`config.mk`:
```
export PLATFORM = sky130hd
export DESIGN_NAME = dsm_sweep_auxclk_config
export DESIGN_NICKNAME = d
export VERILOG_FILES = /design/src/include/dsm_pkg.sv /design/src/include/sweep_if.sv /design/src/design/sweep_ramp.sv /design/src/design/dsm_sweep_auxclk_config.sv
export SDC_FILE = /design/constraint.sdc
export NUM_CORES = 1
export LEC_CHECK = 0
export BUFFER_PORTS_ARGS = -buffer_cell sky130_fd_sc_hd__buf_2
export CORE_UTILIZATION = 45
export DETAILED_ROUTE_END_ITERATION = 8
export PLACE_DENSITY_LB_ADDON = 0.15
export SETUP_SLACK_MARGIN = 0.02
export SLEW_MARGIN = 15
export SYNTH_ARGS = -nofsm -noshare
export SYNTH_HDL_FRONTEND = slang
export SYNTH_HIERARCHICAL = 1
export SYNTH_SLANG_ARGS = --single-unit
```
`constraint.sdc`:
```
create_clock -name hclk -period 8.75 [get_ports hclk]
set_input_delay 1.3125 -clock hclk [delete_from_list [all_inputs] [get_ports hclk]]
set_output_delay 1.3125 -clock hclk [all_outputs]
set_load 0.005 [all_outputs]
```
`src/include/dsm_pkg.sv`:
```
/*
 Register indices, reset values, field layouts and state types of the
 modulator, sweeper and auxiliary clock configuration block.
 Assumes a 32-bit bus where byte address = index * 4.
*/
package dsm_pkg;
    localparam logic [4:0] IDX_INT = 5'h0f;
    localparam logic [4:0] IDX_FRAC = 5'h10;
    localparam logic [4:0] IDX_SEED = 5'h11;
    localparam logic [4:0] IDX_MOD = 5'h12;
    localparam logic [4:0] IDX_STAT = 5'h13;
    localparam logic [4:0] IDX_CTRL = 5'h14;
    localparam logic [4:0] IDX_STEP = 5'h15;
    localparam logic [4:0] IDX_NUM = 5'h16;
    localparam logic [4:0] IDX_DWELL = 5'h17;
    localparam logic [4:0] IDX_AUXA = 5'h18;
    localparam logic [4:0] IDX_AUXB = 5'h19;
    localparam logic [15:0] RST_INT = 16'h00c8;
    localparam logic [23:0] RST_MOD = 24'h030e82;
    localparam logic [23:0] RST_RAMP = 24'h000800;
    localparam logic [23:0] RST_AUXA = 24'h0000a0;
    localparam logic [4:0] RST_AUXB = 5'h0f;
    localparam logic [9:0] RST_LFSR = 10'h001;
    localparam logic [2:0] DLY_MAX = 3'h7;

    typedef enum logic [1:0] {ORD_FIRST, ORD_SECOND, ORD_THIRD_FB, ORD_THIRD_FF} order_t;
    typedef enum logic [1:0] {S_IDLE, S_RAMP, S_HOLD, S_DWELL} ramp_st_t;

    typedef struct packed {
        logic [5:0] unused;
        logic signed [3:0] quant_min;
        logic signed [3:0] quant_max;
        order_t order;
        logic autoseed;
        logic xref_sine;
        logic [1:0] rsvd;
        logic integer_mode;
        logic invert_ref_phase;
        logic mod_clock_invert;
        logic ref_clk_select;
    } mod_cfg_t;

    typedef struct packed {
        logic single_dir;
        logic single_step;
        logic ext_trig_en;
        logic sweep_begin_downward;
        logic repeat_en;
        logic trigger;
        logic enable;
        logic clear;
    } sweep_ctrl_t;

    typedef struct packed {
        logic unused;
        logic [2:0] lodly;
        logic [7:0] fracstep;
        logic [1:0] mode;
        logic accum_en;
        logic lfsr_en;
        logic aux_sel;
        logic [2:0] divsel;
        logic [1:0] modesel;
        logic [1:0] insel;
    } aux_a_t;

    typedef struct packed {
        logic clk_ring;
        logic clk_inv;
        logic [2:0] hidly;
    } aux_b_t;
endpackage : dsm_pkg

```
`src/include/sweep_if.sv`:
```
/*
 Link between the register bank and the sweep engine.
 Assumes both ends run on the same clock.
*/
`timescale 1ns/1ps
interface sweep_if;
    dsm_pkg::sweep_ctrl_t ctrl;
    logic trig;
    logic [23:0] step;
    logic [23:0] steps;
    logic [23:0] dwell;
    logic [23:0] base;
    logic [23:0] frac;
    logic busy;
    logic ovf;
    logic undf;
    modport engine(input ctrl, trig, step, steps, dwell, base, output frac, busy, ovf, undf);
    modport regs(output ctrl, trig, step, steps, dwell, base, input frac, busy, ovf, undf);
endinterface : sweep_if

```
`src/design/sweep_ramp.sv`:
```
/*
 Linear sweep engine: steps the fractional value up or down.
 Assumes hclk is the modulator update clock and trig is one cycle.
*/
`timescale 1ns/1ps
module sweep_ramp (
    input wire logic hclk,
    input wire logic hresetn,
    sweep_if.engine sw
);
    typedef struct packed {
        dsm_pkg::ramp_st_t st;
        logic [23:0] val;
        logic [23:0] start;
        logic [23:0] cnt;
        logic [23:0] dcnt;
        logic down;
        logic fresh;
        logic ovf;
        logic undf;
    } eng_t;
    eng_t s, n;
    logic [24:0] sum;
    logic stp;
    logic last;
    logic dn;

    always_comb begin
        n = s;
        stp = 1'b0;
        // Enable and start direction may arrive in one write, so the first step reads the bit live
        dn = s.fresh ? sw.ctrl.sweep_begin_downward : s.down;
        sum = dn ? {1'b0, s.val} - {1'b0, sw.step} : {1'b0, s.val} + {1'b0, sw.step};
        last = (s.cnt + 24'h000001) >= sw.steps;
        case (s.st)
            dsm_pkg::S_IDLE: begin
                stp = sw.trig;
                n.start = s.val;
            end
            dsm_pkg::S_RAMP: stp = 1'b1;
            dsm_pkg::S_HOLD: stp = sw.trig;
            dsm_pkg::S_DWELL: begin
                // Auto trigger after the dwell
                if (s.dcnt + 24'h000001 >= sw.dwell) begin
                    n.st = dsm_pkg::S_RAMP;
                    n.dcnt = '0;
                    n.start = s.val;
                end else begin
                    n.dcnt = s.dcnt + 24'h000001;
                end
            end
            default: n.st = dsm_pkg::S_IDLE;
        endcase
        if (stp) begin
            n.val = sum[23:0];
            n.cnt = s.cnt + 24'h000001;
            n.down = dn;
            n.fresh = 1'b0;
            n.ovf = s.ovf | (sum[24] & ~dn);
            n.undf = s.undf | (sum[24] & dn);
            n.st = sw.ctrl.single_step ? dsm_pkg::S_HOLD : dsm_pkg::S_RAMP;
            if (last) begin
                n.cnt = '0;
                if (sw.ctrl.single_dir) begin
                    n.val = n.start;
                end else begin
                    n.down = ~dn;
                end
                n.st = sw.ctrl.repeat_en ? dsm_pkg::S_DWELL : dsm_pkg::S_IDLE;
            end
        end
        if (sw.ctrl.clear) begin
            n.ovf = 1'b0;
            n.undf = 1'b0;
        end
        if (!sw.ctrl.enable) begin
            n.st = dsm_pkg::S_IDLE;
            n.val = sw.base;
            n.cnt = '0;
            n.dcnt = '0;
            n.fresh = 1'b1;
            n.down = sw.ctrl.sweep_begin_downward;
        end
    end

    always_ff @(posedge hclk or negedge hresetn) begin
        if (!hresetn) begin
            s <= '0;
        end else begin
            s <= n;
        end
    end

    assign sw.frac = s.val;
    assign sw.busy = s.st != dsm_pkg::S_IDLE;
    // Clear acts at once, not only at the next edge
    assign sw.ovf = s.ovf & ~sw.ctrl.clear;
    assign sw.undf = s.undf & ~sw.ctrl.clear;

    a_disable_idle: assert property (@(posedge hclk) disable iff (!hresetn)
        !sw.ctrl.enable |=> !sw.busy && sw.frac == $past(sw.base)) else $error("ramp not held in reset");
    a_clear_flags: assert property (@(posedge hclk) disable iff (!hresetn)
        sw.ctrl.clear |-> !sw.ovf && !sw.undf ##1 !s.ovf && !s.undf) else $error("flags not cleared");
    a_hold_stable: assert property (@(posedge hclk) disable iff (!hresetn)
        s.st == dsm_pkg::S_HOLD && !sw.trig && sw.ctrl.enable |=> $stable(s.val)) else $error("hold moved");
    a_dwell_stable: assert property (@(posedge hclk) disable iff (!hresetn)
        s.st == dsm_pkg::S_DWELL && sw.ctrl.enable |=> $stable(s.val)) else $error("dwell moved");
    a_ramp_stop: assert property (@(posedge hclk) disable iff (!hresetn)
        stp && last && !sw.ctrl.repeat_en && sw.ctrl.enable |=> !sw.busy) else $error("ramp kept going");
    a_step_add: assert property (@(posedge hclk) disable iff (!hresetn)
        s.st == dsm_pkg::S_RAMP && !last && sw.ctrl.enable && !s.down
        |=> s.val - $past(s.val) == $past(sw.step)) else $error("wrong step");
    a_first_dir: assert property (@(posedge hclk) disable iff (!hresetn)
        !sw.ctrl.enable |=> s.down == $past(sw.ctrl.sweep_begin_downward)) else $error("wrong start dir");
endmodule : sweep_ramp

```
`src/design/dsm_sweep_auxclk_config.sv`:
```
/*
 Modulator, sweeper and auxiliary clock configuration bank with an
 AHB-Lite slave, quantizer clamp, divider value, seed load and delay
 modulator. Assumes hclk is the modulator clock and that the
 quantizer input and trigger pin are synchronous to it.
*/
// Notes on behaviour
// Integer mode uses only the integer part; modulator output is bypassed.
// With autoseed set, each change of fraction loads the seed.
// Two-bit order field picks modulator structure; reset is third-order feedback.
// Quantizer output clamped between signed maximum and minimum fields.
// Bits select reference clocking, modulator clock invert and reference phase invert.
// Sine source is used when external reference path and bit both selected.
// Software keeps total sweep span within allowed multiple of reference.
// Software picks third-order feedforward whenever sweeping.
// Clear bit clears overflow and underflow flags at once.
// Ramp enable runs sweeper; cleared holds ramp logic in reset. Code keeps the overflow/underflow flags, and a trigger can still set them.
// Control write starts a ramp only when trigger bit was zero.
// Repeat retriggers ramps automatically; otherwise each ramp waits for trigger.
// Start-direction bit makes first ramp go down when one.
// Hardware trigger bit accepts ramp triggers from the third pin.
// Single-step mode takes one step per trigger then holds.
// Single-direction mode hops back to start at each ramp end.
// Step size and steps per ramp are 24 bits, reset 800h.
// Repeat mode dwells a 24-bit count at each ramp end.
// Auxiliary clock input select chooses one of four sources.
// Auxiliary mode field picks bypass, delay, ring; divider select resets 2h.
// Auxiliary select routes aux clock to modulator; optional inversion.
// Delay modulator with LFSR and accumulator toggling low/high delay.
// Divider is 16-bit integer plus 24-bit fraction; sweep alters fraction.
// 24-bit seed sets modulator start phase when loaded.
// Ramp adds or subtracts step each update and flags range exits.
`timescale 1ns/1ps
module dsm_sweep_auxclk_config (
    input wire logic hclk,
    input wire logic hresetn,
    input wire logic hsel,
    input wire logic [31:0] haddr,
    input wire logic [1:0] htrans,
    input wire logic hwrite,
    input wire logic [2:0] hsize,
    input wire logic [31:0] hwdata,
    input wire logic hready,
    output logic hreadyout,
    output logic hresp,
    output logic [31:0] hrdata,
    input wire logic general_output_pin_three,
    input wire logic signed [3:0] quant_raw,
    output logic signed [3:0] quant_out,
    output logic [16:0] divider_n,
    output logic mod_bypass,
    output logic [23:0] frac_out,
    output logic [23:0] seed_value,
    output logic seed_load,
    output logic [1:0] mod_order,
    output logic mod_from_ref,
    output logic mod_clock_invert,
    output logic ref_phase_invert,
    output logic xref_sine_select,
    output logic [1:0] aux_src_sel,
    output logic [1:0] aux_mode,
    output logic [2:0] aux_div,
    output logic mod_uses_aux,
    output logic aux_clk_invert,
    output logic aux_ring_clocks_lfsr,
    output logic [2:0] delay_value,
    output logic ramp_busy,
    output logic ramp_ovf,
    output logic ramp_undf
);
    typedef struct packed {
        dsm_pkg::mod_cfg_t cfg;
        dsm_pkg::sweep_ctrl_t ctrl;
        logic [15:0] intg;
        logic [23:0] frac;
        logic [23:0] seed;
        logic [23:0] step;
        logic [23:0] steps;
        logic [23:0] dwell;
        dsm_pkg::aux_a_t auxa;
        dsm_pkg::aux_b_t auxb;
        logic wr;
        logic [4:0] widx;
        logic [31:0] rdata;
        logic pin_d;
        logic [23:0] frac_o;
        logic seed_load;
        logic [16:0] ndiv;
        logic signed [3:0] quant;
        logic [9:0] lfsr;
        logic [7:0] acc;
        logic sq;
        logic [2:0] dly;
    } top_t;

    localparam top_t TOP_RST = '{
        cfg: dsm_pkg::RST_MOD,
        intg: dsm_pkg::RST_INT,
        step: dsm_pkg::RST_RAMP,
        steps: dsm_pkg::RST_RAMP,
        dwell: dsm_pkg::RST_RAMP,
        auxa: dsm_pkg::RST_AUXA,
        auxb: dsm_pkg::RST_AUXB,
        lfsr: dsm_pkg::RST_LFSR,
        default: '0
    };

    top_t s, n;
    sweep_if sw();
    logic take;
    logic sw_trig;
    logic ext_trig;
    logic [23:0] frac_eff;
    logic [8:0] acc_sum;
    logic [4:0] ridx;

    function automatic logic signed [3:0] clamp(
        input logic signed [3:0] v,
        input logic signed [3:0] hi,
        input logic signed [3:0] lo
    );
        if (v > hi) begin
            clamp = hi;
        end else if (v < lo) begin
            clamp = lo;
        end else begin
            clamp = v;
        end
    endfunction : clamp

    sweep_ramp u_ramp (
        .hclk(hclk),
        .hresetn(hresetn),
        .sw(sw)
    );

    assign sw.ctrl = s.ctrl;
    assign sw.step = s.step;
    assign sw.steps = s.steps;
    assign sw.dwell = s.dwell;
    assign sw.base = s.frac;
    assign sw.trig = sw_trig | ext_trig;

    always_comb begin
        n = s;
        take = hsel & htrans[1] & hready;
        ridx = haddr[6:2];
        // Write data phase
        sw_trig = 1'b0;
        if (s.wr) begin
            case (s.widx)
                dsm_pkg::IDX_INT: n.intg = hwdata[15:0];
                dsm_pkg::IDX_FRAC: n.frac = hwdata[23:0];
                dsm_pkg::IDX_SEED: n.seed = hwdata[23:0];
                dsm_pkg::IDX_MOD: n.cfg = hwdata[23:0];
                dsm_pkg::IDX_CTRL: begin
                    n.ctrl = hwdata[7:0];
                    // A held trigger bit blocks retriggering
                    sw_trig = hwdata[2] & ~s.ctrl.trigger;
                end
                dsm_pkg::IDX_STEP: n.step = hwdata[23:0];
                dsm_pkg::IDX_NUM: n.steps = hwdata[23:0];
                dsm_pkg::IDX_DWELL: n.dwell = hwdata[23:0];
                dsm_pkg::IDX_AUXA: n.auxa = hwdata[23:0];
                dsm_pkg::IDX_AUXB: n.auxb = hwdata[4:0];
                default: n.intg = s.intg;
            endcase
        end
        // Address phase; unmapped or misaligned writes are dropped
        n.wr = take & hwrite & (haddr[31:7] == 25'h0) & (haddr[1:0] == 2'h0);
        n.widx = ridx;
        // Read mux sees this cycle's write, so write-then-read is coherent
        if (take && !hwrite) begin
            case (ridx)
                dsm_pkg::IDX_INT: n.rdata = {16'h0000, n.intg};
                dsm_pkg::IDX_FRAC: n.rdata = {8'h00, n.frac};
                dsm_pkg::IDX_SEED: n.rdata = {8'h00, n.seed};
                dsm_pkg::IDX_MOD: n.rdata = {8'h00, n.cfg};
                dsm_pkg::IDX_STAT: n.rdata = {26'h0, s.dly, sw.undf, sw.ovf, sw.busy};
                dsm_pkg::IDX_CTRL: n.rdata = {24'h000000, n.ctrl};
                dsm_pkg::IDX_STEP: n.rdata = {8'h00, n.step};
                dsm_pkg::IDX_NUM: n.rdata = {8'h00, n.steps};
                dsm_pkg::IDX_DWELL: n.rdata = {8'h00, n.dwell};
                dsm_pkg::IDX_AUXA: n.rdata = {8'h00, n.auxa};
                dsm_pkg::IDX_AUXB: n.rdata = {27'h0, n.auxb};
                default: n.rdata = 32'h00000000;
            endcase
            if (haddr[31:7] != 25'h0 || haddr[1:0] != 2'h0) begin
                n.rdata = 32'h00000000;
            end
        end
        // Pin edge; pin is already synchronous
        n.pin_d = general_output_pin_three;
        ext_trig = s.ctrl.ext_trig_en & general_output_pin_three & ~s.pin_d;
        // Divider value and clamp
        n.quant = clamp(quant_raw, s.cfg.quant_max, s.cfg.quant_min);
        if (s.cfg.integer_mode) begin
            n.ndiv = {1'b0, s.intg};
        end else begin
            n.ndiv = {1'b0, s.intg} + {{13{n.quant[3]}}, n.quant};
        end
        frac_eff = s.ctrl.enable ? sw.frac : s.frac;
        n.frac_o = frac_eff;
        n.seed_load = s.cfg.autoseed & (frac_eff != s.frac_o);
        // Delay modulator
        if (s.auxa.lfsr_en) begin
            n.lfsr = {s.lfsr[8:0], s.lfsr[9] ^ s.lfsr[6]};
        end
        acc_sum = {1'b0, s.acc} + {1'b0, s.auxa.fracstep};
        if (s.auxa.accum_en) begin
            n.acc = acc_sum[7:0];
            n.sq = s.sq ^ acc_sum[8];
        end
        case (s.auxa.mode)
            2'h0: n.dly = s.auxa.lodly;
            2'h1: n.dly = s.sq ? s.auxb.hidly : s.auxa.lodly;
            // Low amplitude dithers one step, saturating at the top
            2'h2: n.dly = (s.lfsr[0] && s.auxa.lodly != dsm_pkg::DLY_MAX) ? s.auxa.lodly + 3'h1 : s.auxa.lodly;
            2'h3: n.dly = s.lfsr[0] ? s.auxb.hidly : s.auxa.lodly;
            default: n.dly = s.auxa.lodly;
        endcase
    end

    always_ff @(posedge hclk or negedge hresetn) begin
        if (!hresetn) begin
            s <= TOP_RST;
        end else begin
            s <= n;
        end
    end

    assign hreadyout = 1'b1;
    assign hresp = 1'b0;
    assign hrdata = s.rdata;
    assign quant_out = s.quant;
    assign divider_n = s.ndiv;
    assign mod_bypass = s.cfg.integer_mode;
    assign frac_out = s.frac_o;
    assign seed_value = s.seed;
    assign seed_load = s.seed_load;
    assign mod_order = s.cfg.order;
    assign mod_from_ref = s.cfg.ref_clk_select;
    assign mod_clock_invert = s.cfg.mod_clock_invert;
    assign ref_phase_invert = s.cfg.invert_ref_phase;
    assign xref_sine_select = s.cfg.xref_sine & (s.auxa.insel == 2'h1);
    assign aux_src_sel = s.auxa.insel;
    assign aux_mode = s.auxa.modesel;
    assign aux_div = s.auxa.divsel;
    assign mod_uses_aux = s.auxa.aux_sel;
    assign aux_clk_invert = s.auxb.clk_inv;
    assign aux_ring_clocks_lfsr = s.auxb.clk_ring;
    assign delay_value = s.dly;
    assign ramp_busy = sw.busy;
    assign ramp_ovf = sw.ovf;
    assign ramp_undf = sw.undf;

    a_integer_bypass: assert property (@(posedge hclk) disable iff (!hresetn)
        s.cfg.integer_mode |=> divider_n == {1'b0, $past(s.intg)}) else $error("integer mode not bypassed");
    a_autoseed_load: assert property (@(posedge hclk) disable iff (!hresetn)
        s.cfg.autoseed && frac_eff != s.frac_o |=> seed_load && frac_out == $past(frac_eff))
        else $error("seed not loaded");
    a_quant_clamp: assert property (@(posedge hclk) disable iff (!hresetn)
        s.cfg.quant_max >= s.cfg.quant_min
        |=> quant_out <= $past(s.cfg.quant_max) && quant_out >= $past(s.cfg.quant_min))
        else $error("quantizer not clamped");
    a_retrigger_block: assert property (@(posedge hclk) disable iff (!hresetn)
        s.ctrl.trigger && !s.ctrl.ext_trig_en |-> !sw.trig) else $error("trigger while bit held");
    a_ext_trigger: assert property (@(posedge hclk) disable iff (!hresetn)
        ext_trig && s.ctrl.enable && !ramp_busy && s.steps > 24'h000001 && n.ctrl.enable
        |=> ramp_busy) else $error("pin trigger ignored");
    a_sweep_frac: assert property (@(posedge hclk) disable iff (!hresetn)
        s.ctrl.enable |=> frac_out == $past(sw.frac)) else $error("sweep value not output");
endmodule : dsm_sweep_auxclk_config

```
==> flow_metrics.env, run 1 <==
export IMPL_worstReg2RegEnd="u_ramp/s[41]$_DFFE_PN0P_"
export IMPL_postCtsSetupBuffers=0
export IMPL_syn_inst=2308
export IMPL_path_clk_slew_ns=0.06
export IMPL_grt_setup_unrepaired="false"
export IMPL_fin_tns_setup_ns=0
export IMPL_clock_skew_ns=0.00957
export IMPL_dp_hpwl_microns=55400
export IMPL_htree_levels=2
export IMPL_io_pins=206
export IMPL_startpoint_type="flop"
export IMPL_p_leak_uw=0.0118
export IMPL_hold_buffers=0
export IMPL_post_drt_wl_per_cell_microns=25.1
export IMPL_path_class="reg2reg"
export IMPL_clockPowerShare_pct=37.0
export IMPL_critPathMaxFanout=29
export IMPL_cts_sinks=398
export IMPL_outcome="complete, no violations"
export IMPL_crit_chain="and4b_1, nand2_2, o32ai_1, mux2i_2, buf_4, inv_1, nand2_1, nor2_2, nand2_1, o21ai_0"
export IMPL_ys_ff_latch=398
export IMPL_die_w_microns=231
export IMPL_yosysSeqAreaShare_pct=42.2
export IMPL_syn_area_sq_um=23700
export IMPL_hold_viol=0
export IMPL_hold_class="reg2reg"
export IMPL_fillers=4702
export IMPL_synth_cell_types=98
export IMPL_via_per_inst=6.12
export IMPL_grt_overflow_total=0
export IMPL_core_area_sq_um=51600
export IMPL_gr_usage_all_layers_pct=28.5
export IMPL_cap_violations=0
export IMPL_vias=18700
export IMPL_drt_iter0_drc=1742
export IMPL_fin_crit_ns=5.08
export IMPL_die_area_sq_um=53500
export IMPL_ff2ff_setup_slack_ns=3.67
export IMPL_switching_share_pct=30.8
export IMPL_tightest_slew_ns=1.23
export IMPL_async_flop_share_pct=100
export IMPL_synth_top_cell_by_area="dfrtp_1"
export IMPL_numCtsBuffers=45
export IMPL_ant_nets=0
export IMPL_fmax_mhz=197
export IMPL_seqPwrFrac_pct=41.5
export IMPL_num_rows=83
export IMPL_place_area_sq_um=24200
export IMPL_yosys_warnings=6
export IMPL_clkLatencyLatePin_ns=0.60
export IMPL_antenna_found_initial=3
export IMPL_dp_slack_ns=3.42
export IMPL_fin_crit_sh_pct=58.1
export IMPL_syn_avg_cell_area_sq_um=10.3
export IMPL_cts_tree="built"
export IMPL_min_path_cells=1
export IMPL_critPathArrivalTime_ns=5.59
export IMPL_multiInputGateArea_sq_um=11900
export IMPL_final_nets=2530
export IMPL_yosys_top_cells_area="dfrtp_1 40%, mux2_2 10%, ha_1 5.8%"
export IMPL_gp_congestion=0.920
export IMPL_synth_top_area_share_pct=40.0
export IMPL_synth_edff_count=0
export IMPL_finalSetupViolCount=0
export IMPL_start_util_pct=45.9
export IMPL_wirelength_microns=76600
export IMPL_cp_end_kind="flop"
export IMPL_r2r_start="s[106]$_DFF_PN0_"
export IMPL_cts_buffer_depth=3
export IMPL_cts_resized_gates=0
export IMPL_crit_path_max_incr_delay_ns=0.97
export IMPL_slew_headroom_pct=17.8
export IMPL_area_delta_synth_final_pct=8.69
export IMPL_drive_gt1_share_pct=23.4
export IMPL_min_to="u_ramp/s[51]$_DFFE_PN0P_"
export IMPL_synth_top_flop_cell="dfrtp_1"
export IMPL_worst_slack_ns=3.67
export IMPL_die_y_microns=231
export IMPL_p_int_uw=3600
export IMPL_slew_violations=0
export IMPL_root_buffer="clkbuf_16"
export IMPL_grt_pass1_vias=18000
export IMPL_seq_area_sq_um=9990
export IMPL_combinationalPowerShare_pct=21.4
export IMPL_io_buffers=183
export IMPL_slowest_stage="nor2_2"
export IMPL_power_uw=5210
export IMPL_crit_required_ns=9.26
export IMPL_grt_max_degree=112
export IMPL_max_vdd_ir_drop_uv=144
export IMPL_cp_common_cell="nand2_1"
export IMPL_p_switching_uw=1610
export IMPL_grt_pass1_wl_microns=115000
export IMPL_hp_start="u_ramp/s[51]$_DFFE_PN0P_"
export IMPL_first_pass_iters=5
export IMPL_drc=0
export IMPL_ff2ff_path_depth=10
export IMPL_p_per_area_nw_per_um2=203
export IMPL_design_area_sq_um=25700
Yosys cell counts (6+ instances only):
cell type	number
and4_1	7
o21a_1	12
nand2_1	181
a21o_1	22
dfstp_2	20
xnor2_1	69
dfrtp_1	378
inv_1	88
nand2b_1	15
a211oi_1	10
ha_1	110
nand4_1	21
nor3_1	15
nor2_1	90
a2111oi_0	17
a22oi_1	42
o31ai_1	16
buf_2	16
nor4_1	17
nor4b_1	11
o21ai_0	100
o211ai_1	10
a32o_1	6
a22o_1	85
and2_1	29
and3_1	32
a31oi_1	26
o21ai_1	14
nor2b_1	17
o41ai_1	7
mux2i_1	10
a221o_1	11
a211o_1	7
buf_4	145
a21oi_1	113
mux2_2	210
clkbuf_1	65
xor2_1	53
nand3_1	71
a21boi_0	7
registers in the layout (all words and copies together) (netlist names), 2 cells and up:
name	cells
aux_div	3
aux_mode	2
aux_src_sel	2
delay_value	3
divider_n	17
frac_out	24
hrdata	24
mod_order	2
quant_out	4
s	87
seed_value	24
sw.base	24
sw.dwell	24
sw.step	24
sw.steps	24
u_ramp/s	78
u_ramp/sw.frac	24
worst max path at each step:
stage,startpoint,slack [ns],to,cells past startpoint
floorplan,quant_raw[1],4.23,divider_n[14]$_DFF_PN0_,12
global placement,quant_raw[1],3.45,divider_n[14]$_DFF_PN0_,13
detailed placement,quant_raw[1],3.42,divider_n[14]$_DFF_PN0_,13
CTS,s[106]$_DFF_PN0_,3.85,u_ramp/s[41]$_DFFE_PN0P_,10
global route,s[106]$_DFF_PN0_,3.53,u_ramp/s[48]$_DFFE_PN0P_,10
finish,s[106]$_DFF_PN0_,3.67,u_ramp/s[41]$_DFFE_PN0P_,10
area by class of cell:
cell class,count,area share [%]
Sequential cell,398,38.8
Tap cell,680,3.31
Antenna cell,1,0.00973
Multi-Input combinational cell,1594,46.4
Timing Repair Buffer,210,4.39
Clock inverter,12,0.545
Clock buffer,70,5.21
Inverter,89,1.30
layer usage:
layer / share of wire, % / GRT usage [%] / routed length (microns) / up-vias
met2: 44 / 43.2 / 33600 / 756
met3: 6.4 / 3.79 / 4900 / 118
met5: 0.017 / 0 / 13 / -
met4: 3.2 / 8.84 / 2430 / 2
li1: - / - / - / 8366
met1: 47 / 41.9 / 35700 / 9451
cell families after synthesis:
| family | synth area share (%) |
|---|---|
| compound gates | 17.0 |
| simple gates | 11.9 |
| flops | 42.2 |
| buf+inv | 7.65 |
| mux | 10.7 |
| xor+xnor | 4.51 |
| fa+ha+maj | 6.07 |
| other cells | 0.0317 |
critical path, delay by kind of cell (launching register included):
| family | cells | cell delay (ns) |
|---|---|---|
| AND/OR/NAND/NOR | 5 | 2.79 |
| AO/OA/AOI/OAI | 2 | 0.77 |
| buffers and inverters | 2 | 0.57 |
| flip-flops | 1 | 0.52 |
| multiplexers | 1 | 0.30 |
through the flow:
| stage | utilization, % | hold WS, ns | std cells |
|---|---|---|---|
| 4_1_cts | 49.8 | 0.486 | 3053 |
| 5_1_grt | 49.8 | 0.500 | 3053 |
| 2_1_floorplan | - | 0.441 | 2316 |
| 3_5_place_dp | 47.0 | 0.469 | 2971 |
| 6_report | 49.9 | 0.483 | 3054 |
| 3_3_place_gp | 47.0 | 0.461 | 2971 |
power groups by stage:
stage	logic [uW]	clock network (uW)	registers [uW]
2_1_floorplan	863	0	2140
3_3_place_gp	1080	0	2190
3_5_place_dp	1100	0	2190
4_1_cts	1110	1970	2160
5_1_grt	1230	2040	2180
6_report	1120	1930	2160
cells in the final DEF (no fill, tap or decap), types with 16 or more instances in the layout:
cell and instances:
nand4_1 21, xor2_1 53, o21ai_0 100, nor2_1 86
buf_4 27, nor2b_1 16, nand3_1 71, and2_1 29
a22o_1 85, o31ai_1 16, buf_2 182, a21oi_1 113
a22oi_1 42, a21o_1 22, mux2_2 210, xnor2_1 69
nand2_1 181, a31oi_1 26, dfrtp_1 377, ha_1 110
nor4_1 17, inv_1 88, and3_1 32, clkbuf_16 45
dfstp_2 20
(Power assumes the default switching activity.)
==> inputs of run 2 (changes only) <==
==> constraint.sdc (replaced) <==
create_clock -name hclk -period 4.44 [get_ports hclk]
set_input_delay 0.666 -clock hclk [delete_from_list [all_inputs] [get_ports hclk]]
set_output_delay 0.666 -clock hclk [all_outputs]
set_load 0.005 [all_outputs]
==> flow_metrics.env, run 2 (same netlist as run 1, synthesis figures left out) <==
export IMPL_dp_hpwl_microns=57000
export IMPL_die_y_microns=231
export IMPL_gr_usage_all_layers_pct=28.9
export IMPL_grt_overflow_total=0
export IMPL_p_leak_uw=0.0120
export IMPL_die_area_sq_um=53500
export IMPL_p_per_area_nw_per_um2=395
export IMPL_grt_pass1_vias=18100
export IMPL_crit_chain="and3_1, and3_1, and2_2, and3_2, and3_1, nand2_1, xnor2_1, ha_1, and4_1, a211o_2, nor2_1, buf_4, and3_1, buf_6, o21ai_0, a31oi_1"
export IMPL_root_buffer="clkbuf_16"
export IMPL_startpoint_type="flop"
export IMPL_ant_nets=0
export IMPL_path_buf_inv=2
export IMPL_placed_cells=3013
export IMPL_cts_sinks=398
export IMPL_io_buffers=183
export IMPL_cap_violations=0
export IMPL_grt_setup_unrepaired="true"
export IMPL_fin_crit_ns=4.18
export IMPL_fin_tns_setup_ns=0
export IMPL_antenna_found_initial=4
export IMPL_grt_max_degree=89
export IMPL_crit_path_max_incr_delay_ns=0.42
export IMPL_post_drt_wl_per_cell_microns=24.9
export IMPL_vias=18700
export IMPL_slew_violations=0
export IMPL_path_class="reg2reg"
export IMPL_core_area_sq_um=51600
export IMPL_clkLatencyLatePin_ns=0.60
export IMPL_gp_congestion=0.953
export IMPL_top_regs="s (87), u_ramp/s (78)"
export IMPL_start_util_pct=45.9
export IMPL_fin_crit_sh_pct=94.1
export IMPL_critPathArrivalTime_ns=4.69
export IMPL_hold_class="in2async"
export IMPL_tightest_slew_ns=1.14
export IMPL_cp_top_family="simple AND/OR/NAND/NOR gates"
export IMPL_cts_buffer_depth=3
export IMPL_wirelength_microns=77000
export IMPL_cts_tree="built"
export IMPL_crit_required_ns=4.95
export IMPL_finalSetupViolCount=0
export IMPL_slowest_stage="dfrtp_1"
export IMPL_fmax_mhz=239
export IMPL_cp_end_kind="flop"
export IMPL_path_clk_slew_ns=0.06
export IMPL_slew_headroom_pct=24.0
export IMPL_num_rows=83
export IMPL_hold_viol=0
export IMPL_htree_levels=2
export IMPL_largest_reg_flops=87
export IMPL_outcome="complete, no violations"
export IMPL_max_flop_register="s"
export IMPL_first_pass_iters=7
export IMPL_area_delta_synth_final_pct=10.5
export IMPL_max_vdd_ir_drop_uv=336
export IMPL_final_common_cell="dfrtp_1"
export IMPL_cp_common_cell="and3_1"
export IMPL_critPathMaxFanout=28
export IMPL_die_w_microns=231
export IMPL_final_cells=3098
export IMPL_via_per_inst=6.04
export IMPL_io_pins=206
export IMPL_drc=0
export IMPL_drive_gt1_share_pct=25.1
export IMPL_grt_pass1_wl_microns=116000
export IMPL_drt_iter0_drc=1547
export IMPL_clock_skew_ns=0.0235
export IMPL_layout_common_cells="377 x dfrtp_1, 210 x mux2_2, 182 x buf_2"
export IMPL_final_nets=2572
export IMPL_numCtsBuffers=45
-- run 2: per-stage QoR --
| stage | cell area [sq um] | worst slack (ns) | total power (uW) | hold WS (ns) | util (%) |
|---|---|---|---|---|---|
| floorplan | 23700 | 0.569 | 5910 | 0.370 | - |
| CTS | 26100 | 0.0839 | 10400 | 0.106 | 50.6 |
| global placement | 24600 | 0.141 | 6480 | 0.460 | 47.7 |
| detailed placement | 24600 | 0.119 | 6540 | 0.473 | 47.7 |
| finish | 26100 | 0.261 | 10300 | 0.0950 | 50.7 |
| global route | 26100 | 0.00377 | 10800 | 0.117 | 50.7 |
-- run 2: repair_timing --
action                     in CTS  in global routing
buffers inserted                0                  0
hold buffers                    0                  0
setup endpoints to repair       0                 36
resized for setup               0                 11
-- run 2: area by class of cell --
type	count	area [sq um]
Multi-Input combinational cell	1594	12000
Tap cell	680	851
Clock buffer	64	1260
Inverter	89	334
Fill cell	4681	25500
Antenna cell	2	5.00
Timing Repair Buffer	252	1520
Sequential cell	398	9990
Clock inverter	19	228
-- run 2: report_power, final --
part	switching (uW)	leakage, uW	total [uW]	internal, uW
registers	284	0.00489	4260	3980
logic	1300	0.00637	2250	955
clock network	1600	0.000732	3820	2220
total	3180	0.0120	10300	7160
-- run 2: worst paths after layout --
path,startpoint,to,slack (ns),depth (start not counted)
worst max-delay path,u_ramp/s[6]$_DFFE_PN0P_,u_ramp/s[22]$_DFFE_PN0P_,0.26,16
min in group hclk,haddr[2],s[101]$_DFF_PN0_,0.24,1
worst min register to register,u_ramp/s[63]$_DFF_PN0_,u_ramp/s[63]$_DFF_PN0_,0.49,2
max in group asynchronous,hresetn,s[262]$_DFF_PN1_,3.34,2
worst min-delay path,hresetn,s[14]$_DFFE_PN0P_,0.1,1
worst max register to register,u_ramp/s[6]$_DFFE_PN0P_,u_ramp/s[22]$_DFFE_PN0P_,0.26,16
-- run 2: metal layers --
metal / up-vias / share of wire, % / global-route usage (%) / wire length [microns]
met3: 110 / 7.7 / 5.46 / 5960
met1: 9384 / 45 / 41.7 / 34900
met4: 4 / 3.1 / 9.33 / 2400
met2: 767 / 44 / 43.3 / 33700
met5: - / 0.034 / 0 / 26
li1: 8449 / - / - / -
